<file path="config.mk">
export PLATFORM = sky130hd
export DESIGN_NAME = logic_step_input_select
export DESIGN_NICKNAME = d
export VERILOG_FILES = /design/src/logic_step_pkg.sv /design/src/input_select_mux.sv /design/src/edge_pulse_timer.sv /design/src/logic_step_input_select.sv
export VERILOG_INCLUDE_DIRS = /design/src /design/src/src
export SDC_FILE = /design/constraint.sdc
export NUM_CORES = 1
export LEC_CHECK = 0
export BUFFER_PORTS_ARGS = -buffer_cell sky130_fd_sc_hd__buf_2
export CORE_UTILIZATION = 57
export DETAILED_ROUTE_END_ITERATION = 8
export PLACE_DENSITY = 0.8
export REMOVE_ABC_BUFFERS = 1
export SETUP_SLACK_MARGIN = 0.15
export SLEW_MARGIN = 15
export SYNTH_ARGS = -nofsm -noshare
export SYNTH_HDL_FRONTEND = slang
export SYNTH_SLANG_ARGS = --single-unit
</file>
<file path="constraint.sdc">
create_clock -name clock -period 11 [get_ports clock]
set_input_delay 1.1 -clock clock [delete_from_list [all_inputs] [get_ports clock]]
set_output_delay 1.1 -clock clock [all_outputs]
set_load 0.02 [all_outputs]
</file>
<file path="src/logic_step_defs.svh">
// Shared constants for the logic step: codes, offsets, field positions and timing.
`ifndef LOGIC_STEP_DEFS_SVH
`define LOGIC_STEP_DEFS_SVH

// Input selection codes and their range limits, given in hex.
`define SEL_GP_LAST 16'h00EB
`define SEL_UNIVERSAL_DO 16'h001B
`define SEL_BLOCKED_LO 16'h006F
`define SEL_BLOCKED_HI 16'h0075
`define SEL_INVERT_OFFSET 16'h03E8
`define SEL_GP_INV_LO 16'h03E8
`define SEL_GP_INV_HI 16'h04D3
`define SEL_STEP_LO 16'h07D1
`define SEL_STEP_HI 16'h07DE
`define SEL_STEP_INV_LO 16'h0BB9
`define SEL_STEP_INV_HI 16'h0BC6
`define SEL_TERM_LO 16'h0FA1
`define SEL_TERM_HI 16'h0FA7
`define SEL_TERM_FWD 16'h0FAA
`define SEL_TERM_REV 16'h0FAB
`define SEL_TERM_INV_LO 16'h1389
`define SEL_TERM_INV_HI 16'h1393
`define SEL_RUN 16'h1770
`define SEL_FWD_RUN 16'h1771
`define SEL_REV_RUN 16'h1772
`define SEL_ACCEL 16'h1773
`define SEL_DECEL 16'h1774
`define SEL_ANTIREGEN 16'h1775
`define SEL_ALARM 16'h1777
`define SEL_STATE_INV_LO 16'h1B58
`define SEL_STATE_INV_HI 16'h1B5F

// Terminal bit positions inside the terminal vector.
`define TERM_FWD_BIT 7
`define TERM_REV_BIT 8

// Logic element codes (10, 15, 20, 25, 30, 35, 40, 45, 50, 55, 60, 65, 70, 73, 80, 83, 90, 93,
// 110, 120, 130) and the edge-group member that is not available (x1).
`define EL_THROUGH_LO 8'h0A
`define EL_THROUGH_HI 8'h0F
`define EL_AND_LO 8'h14
`define EL_AND_HI 8'h19
`define EL_OR_LO 8'h1E
`define EL_OR_HI 8'h23
`define EL_XOR_LO 8'h28
`define EL_XOR_HI 8'h2D
`define EL_SET_LO 8'h32
`define EL_SET_HI 8'h37
`define EL_RESET_LO 8'h3C
`define EL_RESET_HI 8'h41
`define EL_RISE_LO 8'h46
`define EL_RISE_HI 8'h49
`define EL_FALL_LO 8'h50
`define EL_FALL_HI 8'h53
`define EL_BOTH_LO 8'h5A
`define EL_BOTH_HI 8'h5D
`define EL_EDGE_SKIP 8'h01
`define EL_INC 8'h6E
`define EL_DEC 8'h78
`define EL_TIMER 8'h82

// Register byte offsets on the AXI4-Lite bus.
`define REG_SEL1 8'h00
`define REG_SEL2 8'h04
`define REG_ELEMENT 8'h08
`define REG_TARGET 8'h0C
`define REG_STATUS 8'h10

// Status word fields.
`define STAT_OUT_BIT 0
`define STAT_IN1_BIT 1
`define STAT_IN2_BIT 2
`define STAT_SEL1_BAD_BIT 3
`define STAT_SEL2_BAD_BIT 4
`define STAT_ELEM_BAD_BIT 5
`define STAT_COUNT_LSB 16

// AXI response codes.
`define RESP_OKAY 2'h0
`define RESP_SLVERR 2'h2

// Timing: edge pulse length, timer unit and clock rate.
`define EDGE_PULSE_MS 5
`define TIMER_UNIT_MS 1
`define CLOCK_KHZ 100000

`endif

</file>
<file path="src/logic_step_pkg.sv">
// Types shared by the logic step modules.
package logic_step_pkg;

  // Drive state signals that the selector can route.
  typedef struct packed {
    logic freq_nonzero;
    logic run_cmd;
    logic forward_cmd;
    logic backward_cmd;
    logic accelerating;
    logic decelerating;
    logic antiregen;
    logic alarm_present;
  } drive_status_t;

  // Logic element kinds decoded from the element code.
  typedef enum logic [3:0] {
    EL_OFF = 4'b0000,
    EL_THROUGH = 4'b0001,
    EL_AND = 4'b0010,
    EL_OR = 4'b0011,
    EL_XOR = 4'b0100,
    EL_SET_FF = 4'b0101,
    EL_RESET_FF = 4'b0110,
    EL_RISE = 4'b0111,
    EL_FALL = 4'b1000,
    EL_BOTH = 4'b1001,
    EL_INC = 4'b1010,
    EL_DEC = 4'b1011,
    EL_TIMER = 4'b1100
  } element_kind_t;

endpackage

</file>
<file path="src/input_select_mux.sv">
// Routes one drive signal to a step input by its numeric selection code.
`timescale 1ns/1ps
`include "logic_step_defs.svh"

module input_select_mux (
  // Selection code
  input wire logic [15:0] code,
  // Candidate sources
  input wire logic [235:0] gp_status,
  input wire logic [13:0] step_outputs,
  input wire logic [8:0] terminals,
  input wire logic_step_pkg::drive_status_t drive,
  // Result
  output logic selected,
  output logic code_bad
);

  logic invert;
  logic value;
  logic [15:0] base;
  logic [15:0] idx;

  // Strips the inverting offset, then decodes the base code into a source.
  always_comb begin
    invert = 1'b0;
    base = code;
    idx = 16'h0000;
    value = 1'b0;
    code_bad = 1'b0;
    if ((code >= `SEL_GP_INV_LO && code <= `SEL_GP_INV_HI) ||
        (code >= `SEL_STEP_INV_LO && code <= `SEL_STEP_INV_HI) ||
        (code >= `SEL_TERM_INV_LO && code <= `SEL_TERM_INV_HI) ||
        (code >= `SEL_STATE_INV_LO && code <= `SEL_STATE_INV_HI)) begin
      invert = 1'b1;
      base = code - `SEL_INVERT_OFFSET;
    end
    if (base <= `SEL_GP_LAST) begin
      if (base == `SEL_UNIVERSAL_DO) begin
        code_bad = 1'b1;
      end else if (base >= `SEL_BLOCKED_LO && base <= `SEL_BLOCKED_HI) begin
        code_bad = 1'b1;
      end else begin
        value = gp_status[base[7:0]];
      end
    end else if (base >= `SEL_STEP_LO && base <= `SEL_STEP_HI) begin
      idx = base - `SEL_STEP_LO;
      value = step_outputs[idx[3:0]];
    end else if (base >= `SEL_TERM_LO && base <= `SEL_TERM_HI) begin
      idx = base - `SEL_TERM_LO;
      value = terminals[idx[3:0]];
    end else if (base == `SEL_TERM_FWD) begin
      value = terminals[`TERM_FWD_BIT];
    end else if (base == `SEL_TERM_REV) begin
      value = terminals[`TERM_REV_BIT];
    end else if (base == `SEL_RUN) begin
      value = drive.freq_nonzero & drive.run_cmd;
    end else if (base == `SEL_FWD_RUN) begin
      value = drive.freq_nonzero & drive.forward_cmd;
    end else if (base == `SEL_REV_RUN) begin
      value = drive.freq_nonzero & drive.backward_cmd;
    end else if (base == `SEL_ACCEL) begin
      value = drive.accelerating;
    end else if (base == `SEL_DECEL) begin
      value = drive.decelerating;
    end else if (base == `SEL_ANTIREGEN) begin
      value = drive.antiregen;
    end else if (base == `SEL_ALARM) begin
      value = ~drive.alarm_present;
    end else begin
      code_bad = 1'b1;
    end
    selected = code_bad ? 1'b0 : (value ^ invert);
  end

endmodule

</file>
<file path="src/edge_pulse_timer.sv">
// Holds its output high for a fixed number of cycles after each trigger.
`timescale 1ns/1ps

module edge_pulse_timer #(
  parameter int PULSE_CYCLES = 500000
) (
  // Clock and reset
  input wire logic clock,
  input wire logic sys_rst,
  // Trigger and pulse
  input wire logic trigger,
  output logic active
);

  localparam int CW = $clog2(PULSE_CYCLES + 1);
  localparam logic [CW-1:0] LOAD = CW'(PULSE_CYCLES);

  logic [CW-1:0] remain;
  logic [CW-1:0] next_remain;

  // A new edge restarts the full length; otherwise the count runs down.
  always_comb begin
    next_remain = remain;
    if (trigger) begin
      next_remain = LOAD;
    end else if (remain != '0) begin
      next_remain = remain - 1'b1;
    end
  end

  // Registers the remaining length.
  always_ff @(posedge clock) begin
    if (sys_rst) begin
      remain <= '0;
    end else begin
      remain <= next_remain;
    end
  end

  assign active = (remain != '0);

endmodule

</file>
<file path="src/logic_step_input_select.sv">
// One logic step: two selected inputs, a chosen logic element and an AXI4-Lite register file.
`timescale 1ns/1ps
`include "logic_step_defs.svh"

module logic_step_input_select #(
  parameter int ADDR_WIDTH = 8,
  parameter int COUNT_WIDTH = 16,
  parameter int EDGE_PULSE_CYCLES = `EDGE_PULSE_MS * `CLOCK_KHZ,
  parameter int TIMER_UNIT_CYCLES = `TIMER_UNIT_MS * `CLOCK_KHZ
) (
  // Clock and reset
  input wire logic clock,
  input wire logic sys_rst,
  // AXI4-Lite write address and data
  input wire logic [ADDR_WIDTH-1:0] s_axi_awaddr,
  input wire logic s_axi_awvalid,
  output logic s_axi_awready,
  input wire logic [31:0] s_axi_wdata,
  input wire logic [3:0] s_axi_wstrb,
  input wire logic s_axi_wvalid,
  output logic s_axi_wready,
  // AXI4-Lite write response
  output logic [1:0] s_axi_bresp,
  output logic s_axi_bvalid,
  input wire logic s_axi_bready,
  // AXI4-Lite read
  input wire logic [ADDR_WIDTH-1:0] s_axi_araddr,
  input wire logic s_axi_arvalid,
  output logic s_axi_arready,
  output logic [31:0] s_axi_rdata,
  output logic [1:0] s_axi_rresp,
  output logic s_axi_rvalid,
  input wire logic s_axi_rready,
  // Signal sources
  input wire logic [235:0] gp_status,
  input wire logic [13:0] step_outputs,
  input wire logic [8:0] terminal_pins,
  input wire logic_step_pkg::drive_status_t drive_status,
  // Step result
  output logic step_output
);

  localparam int TW = $clog2(TIMER_UNIT_CYCLES + 1);
  localparam logic [TW-1:0] TICK_LAST = TW'(TIMER_UNIT_CYCLES - 1);

  // Register file state.
  logic [15:0] first_input_select;
  logic [15:0] second_input_select;
  logic [7:0] element_code;
  logic [COUNT_WIDTH-1:0] target;
  logic [15:0] next_first_input_select;
  logic [15:0] next_second_input_select;
  logic [7:0] next_element_code;
  logic [COUNT_WIDTH-1:0] next_target;

  // Write channel state.
  logic aw_held;
  logic w_held;
  logic [ADDR_WIDTH-1:0] aw_addr;
  logic [31:0] w_data;
  logic [3:0] w_strb;
  logic bvalid;
  logic [1:0] bresp;
  logic next_aw_held;
  logic next_w_held;
  logic [ADDR_WIDTH-1:0] next_aw_addr;
  logic [31:0] next_w_data;
  logic [3:0] next_w_strb;
  logic next_bvalid;
  logic [1:0] next_bresp;

  // Read channel state.
  logic rvalid;
  logic [31:0] rdata;
  logic [1:0] rresp;
  logic next_rvalid;
  logic [31:0] next_rdata;
  logic [1:0] next_rresp;

  // Terminal synchronisers and filtered levels.
  logic [8:0] term_s1;
  logic [8:0] term_s2;
  logic [8:0] term_s3;
  logic [8:0] terminals;
  logic [8:0] next_terminals;

  // Logic element state.
  logic in1;
  logic in2;
  logic sel1_bad;
  logic sel2_bad;
  logic in1_prev;
  logic out_q;
  logic [COUNT_WIDTH-1:0] count;
  logic [COUNT_WIDTH-1:0] elapsed;
  logic timer_on;
  logic [TW-1:0] tick_cnt;
  logic next_in1_prev;
  logic next_out_q;
  logic [COUNT_WIDTH-1:0] next_count;
  logic [COUNT_WIDTH-1:0] next_elapsed;
  logic next_timer_on;
  logic [TW-1:0] next_tick_cnt;
  logic unit_tick;
  logic rise1;
  logic edge_trigger;
  logic edge_active;
  logic_step_pkg::element_kind_t kind;

  // Merges a 16-bit field with the low two byte lanes of a write.
  function automatic logic [15:0] merge16(input logic [15:0] old, input logic [31:0] data,
                                          input logic [3:0] strb);
    logic [15:0] res;
    res = old;
    if (strb[0]) begin
      res[7:0] = data[7:0];
    end
    if (strb[1]) begin
      res[15:8] = data[15:8];
    end
    return res;
  endfunction

  // Maps an element code onto its kind; unknown codes give the off kind.
  function automatic logic_step_pkg::element_kind_t decode_element(input logic [7:0] c);
    logic_step_pkg::element_kind_t k;
    k = logic_step_pkg::EL_OFF;
    if (c >= `EL_THROUGH_LO && c <= `EL_THROUGH_HI) begin
      k = logic_step_pkg::EL_THROUGH;
    end else if (c >= `EL_AND_LO && c <= `EL_AND_HI) begin
      k = logic_step_pkg::EL_AND;
    end else if (c >= `EL_OR_LO && c <= `EL_OR_HI) begin
      k = logic_step_pkg::EL_OR;
    end else if (c >= `EL_XOR_LO && c <= `EL_XOR_HI) begin
      k = logic_step_pkg::EL_XOR;
    end else if (c >= `EL_SET_LO && c <= `EL_SET_HI) begin
      k = logic_step_pkg::EL_SET_FF;
    end else if (c >= `EL_RESET_LO && c <= `EL_RESET_HI) begin
      k = logic_step_pkg::EL_RESET_FF;
    end else if (c >= `EL_RISE_LO && c <= `EL_RISE_HI && c != `EL_RISE_LO + `EL_EDGE_SKIP) begin
      k = logic_step_pkg::EL_RISE;
    end else if (c >= `EL_FALL_LO && c <= `EL_FALL_HI && c != `EL_FALL_LO + `EL_EDGE_SKIP) begin
      k = logic_step_pkg::EL_FALL;
    end else if (c >= `EL_BOTH_LO && c <= `EL_BOTH_HI && c != `EL_BOTH_LO + `EL_EDGE_SKIP) begin
      k = logic_step_pkg::EL_BOTH;
    end else if (c == `EL_INC) begin
      k = logic_step_pkg::EL_INC;
    end else if (c == `EL_DEC) begin
      k = logic_step_pkg::EL_DEC;
    end else if (c == `EL_TIMER) begin
      k = logic_step_pkg::EL_TIMER;
    end
    return k;
  endfunction

  // Write path: address and data are taken in either order, then the write and response.
  always_comb begin
    next_aw_held = aw_held;
    next_w_held = w_held;
    next_aw_addr = aw_addr;
    next_w_data = w_data;
    next_w_strb = w_strb;
    next_bvalid = bvalid;
    next_bresp = bresp;
    next_first_input_select = first_input_select;
    next_second_input_select = second_input_select;
    next_element_code = element_code;
    next_target = target;
    if (s_axi_awvalid && !aw_held) begin
      next_aw_held = 1'b1;
      next_aw_addr = s_axi_awaddr;
    end
    if (s_axi_wvalid && !w_held) begin
      next_w_held = 1'b1;
      next_w_data = s_axi_wdata;
      next_w_strb = s_axi_wstrb;
    end
    if (bvalid && s_axi_bready) begin
      next_bvalid = 1'b0;
    end
    if (aw_held && w_held && !bvalid) begin
      next_aw_held = 1'b0;
      next_w_held = 1'b0;
      next_bvalid = 1'b1;
      next_bresp = `RESP_OKAY;
      if (aw_addr[7:0] == `REG_SEL1) begin
        next_first_input_select = merge16(first_input_select, w_data, w_strb);
      end else if (aw_addr[7:0] == `REG_SEL2) begin
        next_second_input_select = merge16(second_input_select, w_data, w_strb);
      end else if (aw_addr[7:0] == `REG_ELEMENT) begin
        if (w_strb[0]) begin
          next_element_code = w_data[7:0];
        end
      end else if (aw_addr[7:0] == `REG_TARGET) begin
        next_target = COUNT_WIDTH'(merge16(16'(target), w_data, w_strb));
      end else if (aw_addr[7:0] == `REG_STATUS) begin
        next_bresp = `RESP_OKAY;
      end else begin
        next_bresp = `RESP_SLVERR;
      end
    end
  end

  // Registers the write path and the register file.
  always_ff @(posedge clock) begin
    if (sys_rst) begin
      aw_held <= 1'b0;
      w_held <= 1'b0;
      aw_addr <= '0;
      w_data <= 32'h0000_0000;
      w_strb <= 4'h0;
      bvalid <= 1'b0;
      bresp <= `RESP_OKAY;
      first_input_select <= 16'h0000;
      second_input_select <= 16'h0000;
      element_code <= 8'h00;
      target <= '0;
    end else begin
      aw_held <= next_aw_held;
      w_held <= next_w_held;
      aw_addr <= next_aw_addr;
      w_data <= next_w_data;
      w_strb <= next_w_strb;
      bvalid <= next_bvalid;
      bresp <= next_bresp;
      first_input_select <= next_first_input_select;
      second_input_select <= next_second_input_select;
      element_code <= next_element_code;
      target <= next_target;
    end
  end

  // Read path: one read at a time, data captured when the address is taken.
  always_comb begin
    next_rvalid = rvalid;
    next_rdata = rdata;
    next_rresp = rresp;
    if (rvalid && s_axi_rready) begin
      next_rvalid = 1'b0;
    end else if (!rvalid && s_axi_arvalid) begin
      next_rvalid = 1'b1;
      next_rresp = `RESP_OKAY;
      next_rdata = 32'h0000_0000;
      if (s_axi_araddr[7:0] == `REG_SEL1) begin
        next_rdata[15:0] = first_input_select;
      end else if (s_axi_araddr[7:0] == `REG_SEL2) begin
        next_rdata[15:0] = second_input_select;
      end else if (s_axi_araddr[7:0] == `REG_ELEMENT) begin
        next_rdata[7:0] = element_code;
      end else if (s_axi_araddr[7:0] == `REG_TARGET) begin
        next_rdata[COUNT_WIDTH-1:0] = target;
      end else if (s_axi_araddr[7:0] == `REG_STATUS) begin
        next_rdata[`STAT_OUT_BIT] = out_q;
        next_rdata[`STAT_IN1_BIT] = in1;
        next_rdata[`STAT_IN2_BIT] = in2;
        next_rdata[`STAT_SEL1_BAD_BIT] = sel1_bad;
        next_rdata[`STAT_SEL2_BAD_BIT] = sel2_bad;
        next_rdata[`STAT_ELEM_BAD_BIT] = (kind == logic_step_pkg::EL_OFF);
        next_rdata[`STAT_COUNT_LSB +: COUNT_WIDTH] = count;
      end else begin
        next_rresp = `RESP_SLVERR;
      end
    end
  end

  // Registers the read path.
  always_ff @(posedge clock) begin
    if (sys_rst) begin
      rvalid <= 1'b0;
      rdata <= 32'h0000_0000;
      rresp <= `RESP_OKAY;
    end else begin
      rvalid <= next_rvalid;
      rdata <= next_rdata;
      rresp <= next_rresp;
    end
  end

  // Bus handshake outputs.
  assign s_axi_awready = !aw_held;
  assign s_axi_wready = !w_held;
  assign s_axi_bvalid = bvalid;
  assign s_axi_bresp = bresp;
  assign s_axi_arready = !rvalid;
  assign s_axi_rvalid = rvalid;
  assign s_axi_rdata = rdata;
  assign s_axi_rresp = rresp;

  // A terminal level changes only once the second and third stages agree.
  always_comb begin
    next_terminals = ((term_s2 ~^ term_s3) & term_s3) | ((term_s2 ^ term_s3) & terminals);
  end

  // Three-stage synchroniser for the asynchronous terminal pins.
  always_ff @(posedge clock) begin
    if (sys_rst) begin
      term_s1 <= 9'h000;
      term_s2 <= 9'h000;
      term_s3 <= 9'h000;
      terminals <= 9'h000;
    end else begin
      term_s1 <= terminal_pins;
      term_s2 <= term_s1;
      term_s3 <= term_s2;
      terminals <= next_terminals;
    end
  end

  // Input 1 selector.
  input_select_mux first_mux (
    .code(first_input_select),
    .gp_status(gp_status),
    .step_outputs(step_outputs),
    .terminals(terminals),
    .drive(drive_status),
    .selected(in1),
    .code_bad(sel1_bad)
  );

  // Input 2 selector.
  input_select_mux second_mux (
    .code(second_input_select),
    .gp_status(gp_status),
    .step_outputs(step_outputs),
    .terminals(terminals),
    .drive(drive_status),
    .selected(in2),
    .code_bad(sel2_bad)
  );

  // Element kind and edge trigger for the pulse stretcher.
  always_comb begin
    kind = decode_element(element_code);
    rise1 = in1 & ~in1_prev;
    unit_tick = (tick_cnt == TICK_LAST);
    case (kind)
      logic_step_pkg::EL_RISE: edge_trigger = rise1;
      logic_step_pkg::EL_FALL: edge_trigger = ~in1 & in1_prev;
      logic_step_pkg::EL_BOTH: edge_trigger = in1 ^ in1_prev;
      default: edge_trigger = 1'b0;
    endcase
  end

  // Stretches each detected edge to the fixed pulse length.
  edge_pulse_timer #(
    .PULSE_CYCLES(EDGE_PULSE_CYCLES)
  ) edge_pulse (
    .clock(clock),
    .sys_rst(sys_rst),
    .trigger(edge_trigger),
    .active(edge_active)
  );

  // Element next state: one evaluation per clock.
  always_comb begin
    next_in1_prev = in1;
    next_out_q = out_q;
    next_count = count;
    next_elapsed = elapsed;
    next_timer_on = timer_on;
    next_tick_cnt = unit_tick ? '0 : tick_cnt + 1'b1;
    case (kind)
      logic_step_pkg::EL_THROUGH: next_out_q = in1;
      logic_step_pkg::EL_AND: next_out_q = in1 & in2;
      logic_step_pkg::EL_OR: next_out_q = in1 | in2;
      logic_step_pkg::EL_XOR: next_out_q = in1 ^ in2;
      logic_step_pkg::EL_SET_FF: begin
        if (in1) begin
          next_out_q = 1'b1;
        end else if (in2) begin
          next_out_q = 1'b0;
        end
      end
      logic_step_pkg::EL_RESET_FF: begin
        if (in2) begin
          next_out_q = 1'b0;
        end else if (in1) begin
          next_out_q = 1'b1;
        end
      end
      logic_step_pkg::EL_RISE, logic_step_pkg::EL_FALL, logic_step_pkg::EL_BOTH: begin
        next_out_q = edge_active | edge_trigger;
      end
      logic_step_pkg::EL_INC: begin
        if (in2) begin
          next_count = '0;
        end else if (rise1 && count < target) begin
          next_count = count + 1'b1;
        end
        next_out_q = (next_count == target);
      end
      logic_step_pkg::EL_DEC: begin
        if (in2) begin
          next_count = target;
        end else if (rise1 && count != '0) begin
          next_count = count - 1'b1;
        end
        next_out_q = (next_count == '0);
      end
      logic_step_pkg::EL_TIMER: begin
        if (in2) begin
          next_timer_on = 1'b0;
          next_elapsed = '0;
        end else if (rise1) begin
          next_timer_on = 1'b1;
          next_elapsed = '0;
        end else if (timer_on && elapsed >= target) begin
          next_timer_on = 1'b0;
        end else if (timer_on && unit_tick) begin
          next_elapsed = elapsed + 1'b1;
        end
        next_out_q = next_timer_on;
      end
      default: next_out_q = 1'b0;
    endcase
  end

  // Registers the element state; reset clears outputs and counts.
  always_ff @(posedge clock) begin
    if (sys_rst) begin
      in1_prev <= 1'b0;
      out_q <= 1'b0;
      count <= '0;
      elapsed <= '0;
      timer_on <= 1'b0;
      tick_cnt <= '0;
    end else begin
      in1_prev <= next_in1_prev;
      out_q <= next_out_q;
      count <= next_count;
      elapsed <= next_elapsed;
      timer_on <= next_timer_on;
      tick_cnt <= next_tick_cnt;
    end
  end

  assign step_output = out_q;

endmodule

</file>
==> out/results.txt <==
TritonCTS clock tree = built
Post-Place Cell Area = 20300 sq um
Chip Height = 182 um
Most common cell on crit path = sky130_fd_sc_hd__inv_1
Hold buffers post-CTS = 0
Average vias per placed instance = 6.98
GRT Residual Overflow = 0
Share of cell area taken by muxes after synthesis = 20.7%
Number of enable-type register cells in the synthesized netlist = 0
Most frequently used flop master after synthesis = sky130_fd_sc_hd__dfxtp_1
Number of warnings reported in the yosys synthesis log = 0
Unrepaired setup endpoints after global routing = false
Number of buffers added for setup after CTS = 0
Number of endpoints with negative hold slack in the final report = 0
Portion of the post-synthesis area used by sequential elements = 24.5%
Area growth from synthesis to final layout = 14.1%
Clk sink count = 227
Synth area leader = sky130_fd_sc_hd__dfxtp_1
FF-to-FF Start = first_input_select[0]
Simple-gate area share of the yosys netlist = 22.9%
Clk_lat worst skew = 0.54 ns
Hold path start = term_s1[6]
GRT Util Overall = 41.0%
Final period utilization = 83.4%
Fraction of registers with async set or reset after synthesis = 0%
Number of antenna violations at the first check in global routing = 7
Reg-to-Reg End = step_output
Fraction of the mapped netlist area in adder cells = 4.53%
Reg-to-reg setup timing slack = 1.83 ns
Total power density per cell area = 102 nW/um^2
Crit path time final = 9.17 ns
Overall power after layout = 2.16 mW
# IOs = 368
Top post-synthesis cells by count = sky130_fd_sc_hd__nand2_1, sky130_fd_sc_hd__dfxtp_1, sky130_fd_sc_hd__nor2_1
Max-cap violation count = 0
Number of cells produced by synthesis = 2209
Path category of the worst min-delay check = register to register
Data arrival time at the worst-slack endpoint = 9.65 ns
Number of buffers between clock root and the deepest sink = 3
Number of gates resized after cts = 0
Detail Placement HPWL = 52000 um
Clock-pin slew on the worst setup and hold paths = 0.08 ns
Min-Delay Endpoint = term_s2[6]
Transition time at the pin with the least slew margin = 1.23 ns
Worst-path cell with the longest stage delay = sky130_fd_sc_hd__o31ai_1
Ratio of cells with drive above 1 in the final layout = 24.3%
Max frequency = 109 MHz
Number of nets with antenna violations after detailed routing = 0
Global-route wire length before repair = 107000 um
Leading cell types by total area after synthesis = sky130_fd_sc_hd__dfxtp_1, sky130_fd_sc_hd__mux4_2, sky130_fd_sc_hd__nand2_1
Worst slew margin relative to its limit = 18.1%
Hold Crit Depth = 1
Post-synthesis compound-gate area fraction = 18.4%
Worst-path maximum fanout = 36
Post-synthesis share of cell area spent on xor and xnor gates = 4.02%
Tightest hold margin = 0.442 ns
Number of pins exceeding their max-slew limit in the final report = 0
Reg2Reg Depth = 29
H-Tree Depth = 1
Count of fill cells added during filler insertion = 2551
Last weighted congestion value of the routability-driven placer = 1.02
Kind of critical path = register to register
Cell Count, Final, Fillers Out = 2866
DIE AREA = 33200 sq um
Synthesized cell area = 18500 sq um
Delay of the slowest cell on the worst path = 0.89 ns
Count of buffers inserted at the top-level ports = 347
Data required time of the worst path = 11.48 ns
Vias in the first global route = 18900
Nets = 2833
Final TNS setup = 0 ns
Largest family of logic cells by synthesized area = simple AND/OR/NAND/NOR gates
Pin count of the biggest net entering global routing = 90
CTS buffer count = 23
DR vias = 20000
Cell with the most instances after synthesis = sky130_fd_sc_hd__nand2_1
Master cell of the clock root buffer = sky130_fd_sc_hd__clkbuf_16
Syn_area_per_cell = 8.38 sq um
Starting Density = 58.4%
Number of iterations in the first detailed-routing pass = 6
Netlist cell types = 93
Number of DRC markers after the initial detailed-route iteration = 2859
Width of the die = 182 um
Setup Viol. Count Final = 0
Result of the run = finished, final reports clean
Floorplan core area = 31700 sq um
Placed instance count = 2817
Startpoint kind of the worst setup timing path = register
Std cell rows = 65
Endpoint class of the critical path = register
Total Wirelength = 69500 um
Leakage power = 8.03 nW
Clk_skew = 0.0185 ns
DRC = 0
Area share of the largest cell type after synthesis = 24.5%
Synthesized flop and latch total = 227
Worst supply voltage drop on vdd = 0.209 mV
Area of all placed cells without fillers = 21100 sq um
Routed len/inst = 24.3 um
layer usage:
metal  share of wire (%)  vias up  track usage (%)  routed length, um
met5               0.019        -                0                 13
met4                 3.7        2             14.4               2550
met3                  11      254             8.10               7660
met2                  46     1437             65.8              32000
met1                  39     9593             55.0              27300
li1                    -     8724                -                  -
power breakdown:
part,leakage (nW),switching [mW],internal [mW]
Clock,0.410,0.351,0.518
Sequential,1.85,0.0408,0.863
Combinational,5.78,0.215,0.173
layout by cell type (no fill, tap or decap), types with 51 or more instances in the layout:
| cell type | count |
|---|---|
| sky130_fd_sc_hd__buf_2 | 346 |
| sky130_fd_sc_hd__a21oi_1 | 195 |
| sky130_fd_sc_hd__o21ai_0 | 65 |
| sky130_fd_sc_hd__ha_1 | 67 |
| sky130_fd_sc_hd__inv_1 | 61 |
| sky130_fd_sc_hd__mux4_2 | 143 |
| sky130_fd_sc_hd__mux2i_1 | 51 |
| sky130_fd_sc_hd__nor2_1 | 196 |
| sky130_fd_sc_hd__nand2_1 | 293 |
| sky130_fd_sc_hd__nor3_1 | 61 |
| sky130_fd_sc_hd__dfxtp_1 | 223 |
| sky130_fd_sc_hd__nand3_1 | 66 |
worst max-delay path, delay by kind of cell, from the launching register on:
kind	cells	cell delay, ns
simple gates	6	1.87
fa+ha+maj	2	0.75
buf+inv	5	0.81
compound gates	12	3.91
flops	1	0.76
mux	3	0.83
xor+xnor	1	0.11
sequential cells by signal (all words and copies together) (netlist names), 2 cells and up:
name                 flops
aw_addr                  8
count                   16
edge_pulse.remain       19
elapsed                 16
element_code             8
first_input_select      16
s_axi_rdata             32
second_input_select     16
target                  16
term_s1                  9
term_s2                  9
term_s3                  9
terminals                9
tick_cnt                17
w_data                  16
w_strb                   2
per-stage QoR:
stage | utilization [%] | setup slack, ns
after floorplan | - | 1.25
after global placement | 63.9 | 2.23
after detailed placement | 63.9 | 2.13
after CTS | 66.6 | 2.06
after global routing | 66.6 | 1.43
final | 66.6 | 1.83
how the worst max path moves through the flow:
stage,startpoint,endpoint,slack (ns),depth (start not counted)
2_1_floorplan,first_input_select[0],step_output,1.25,28
3_3_place_gp,first_input_select[0],step_output,2.23,28
3_5_place_dp,first_input_select[0],step_output,2.13,28
4_1_cts,first_input_select[0],step_output,2.06,28
5_1_grt,first_input_select[0],step_output,1.43,29
6_report,first_input_select[0],step_output,1.83,29
cells by family (layout without fill, tap and decap cells):
kind of cell    after synthesis  in the layout
simple gates                876            876
other cells                   1              9
mux                         203            203
xor+xnor                     85             85
buf+inv                     229            476
fa+ha+maj                    67             67
compound gates              521            521
flops                       227            227
area by class of cell:
| type | count | area [sq um] | share of cell area, % |
|---|---|---|---|
| diodes | 7 | 17.5 | 0.0829 |
| clock buffers | 31 | 656 | 3.10 |
| clock inverters | 11 | 180 | 0.853 |
| inverters | 63 | 236 | 1.12 |
| multi-input cells | 1754 | 13100 | 61.8 |
| flip-flops and latches | 227 | 4550 | 21.6 |
| well taps | 402 | 503 | 2.38 |
| repair buffers | 371 | 1920 | 9.08 |
Power figures use the tool's default switching activity.
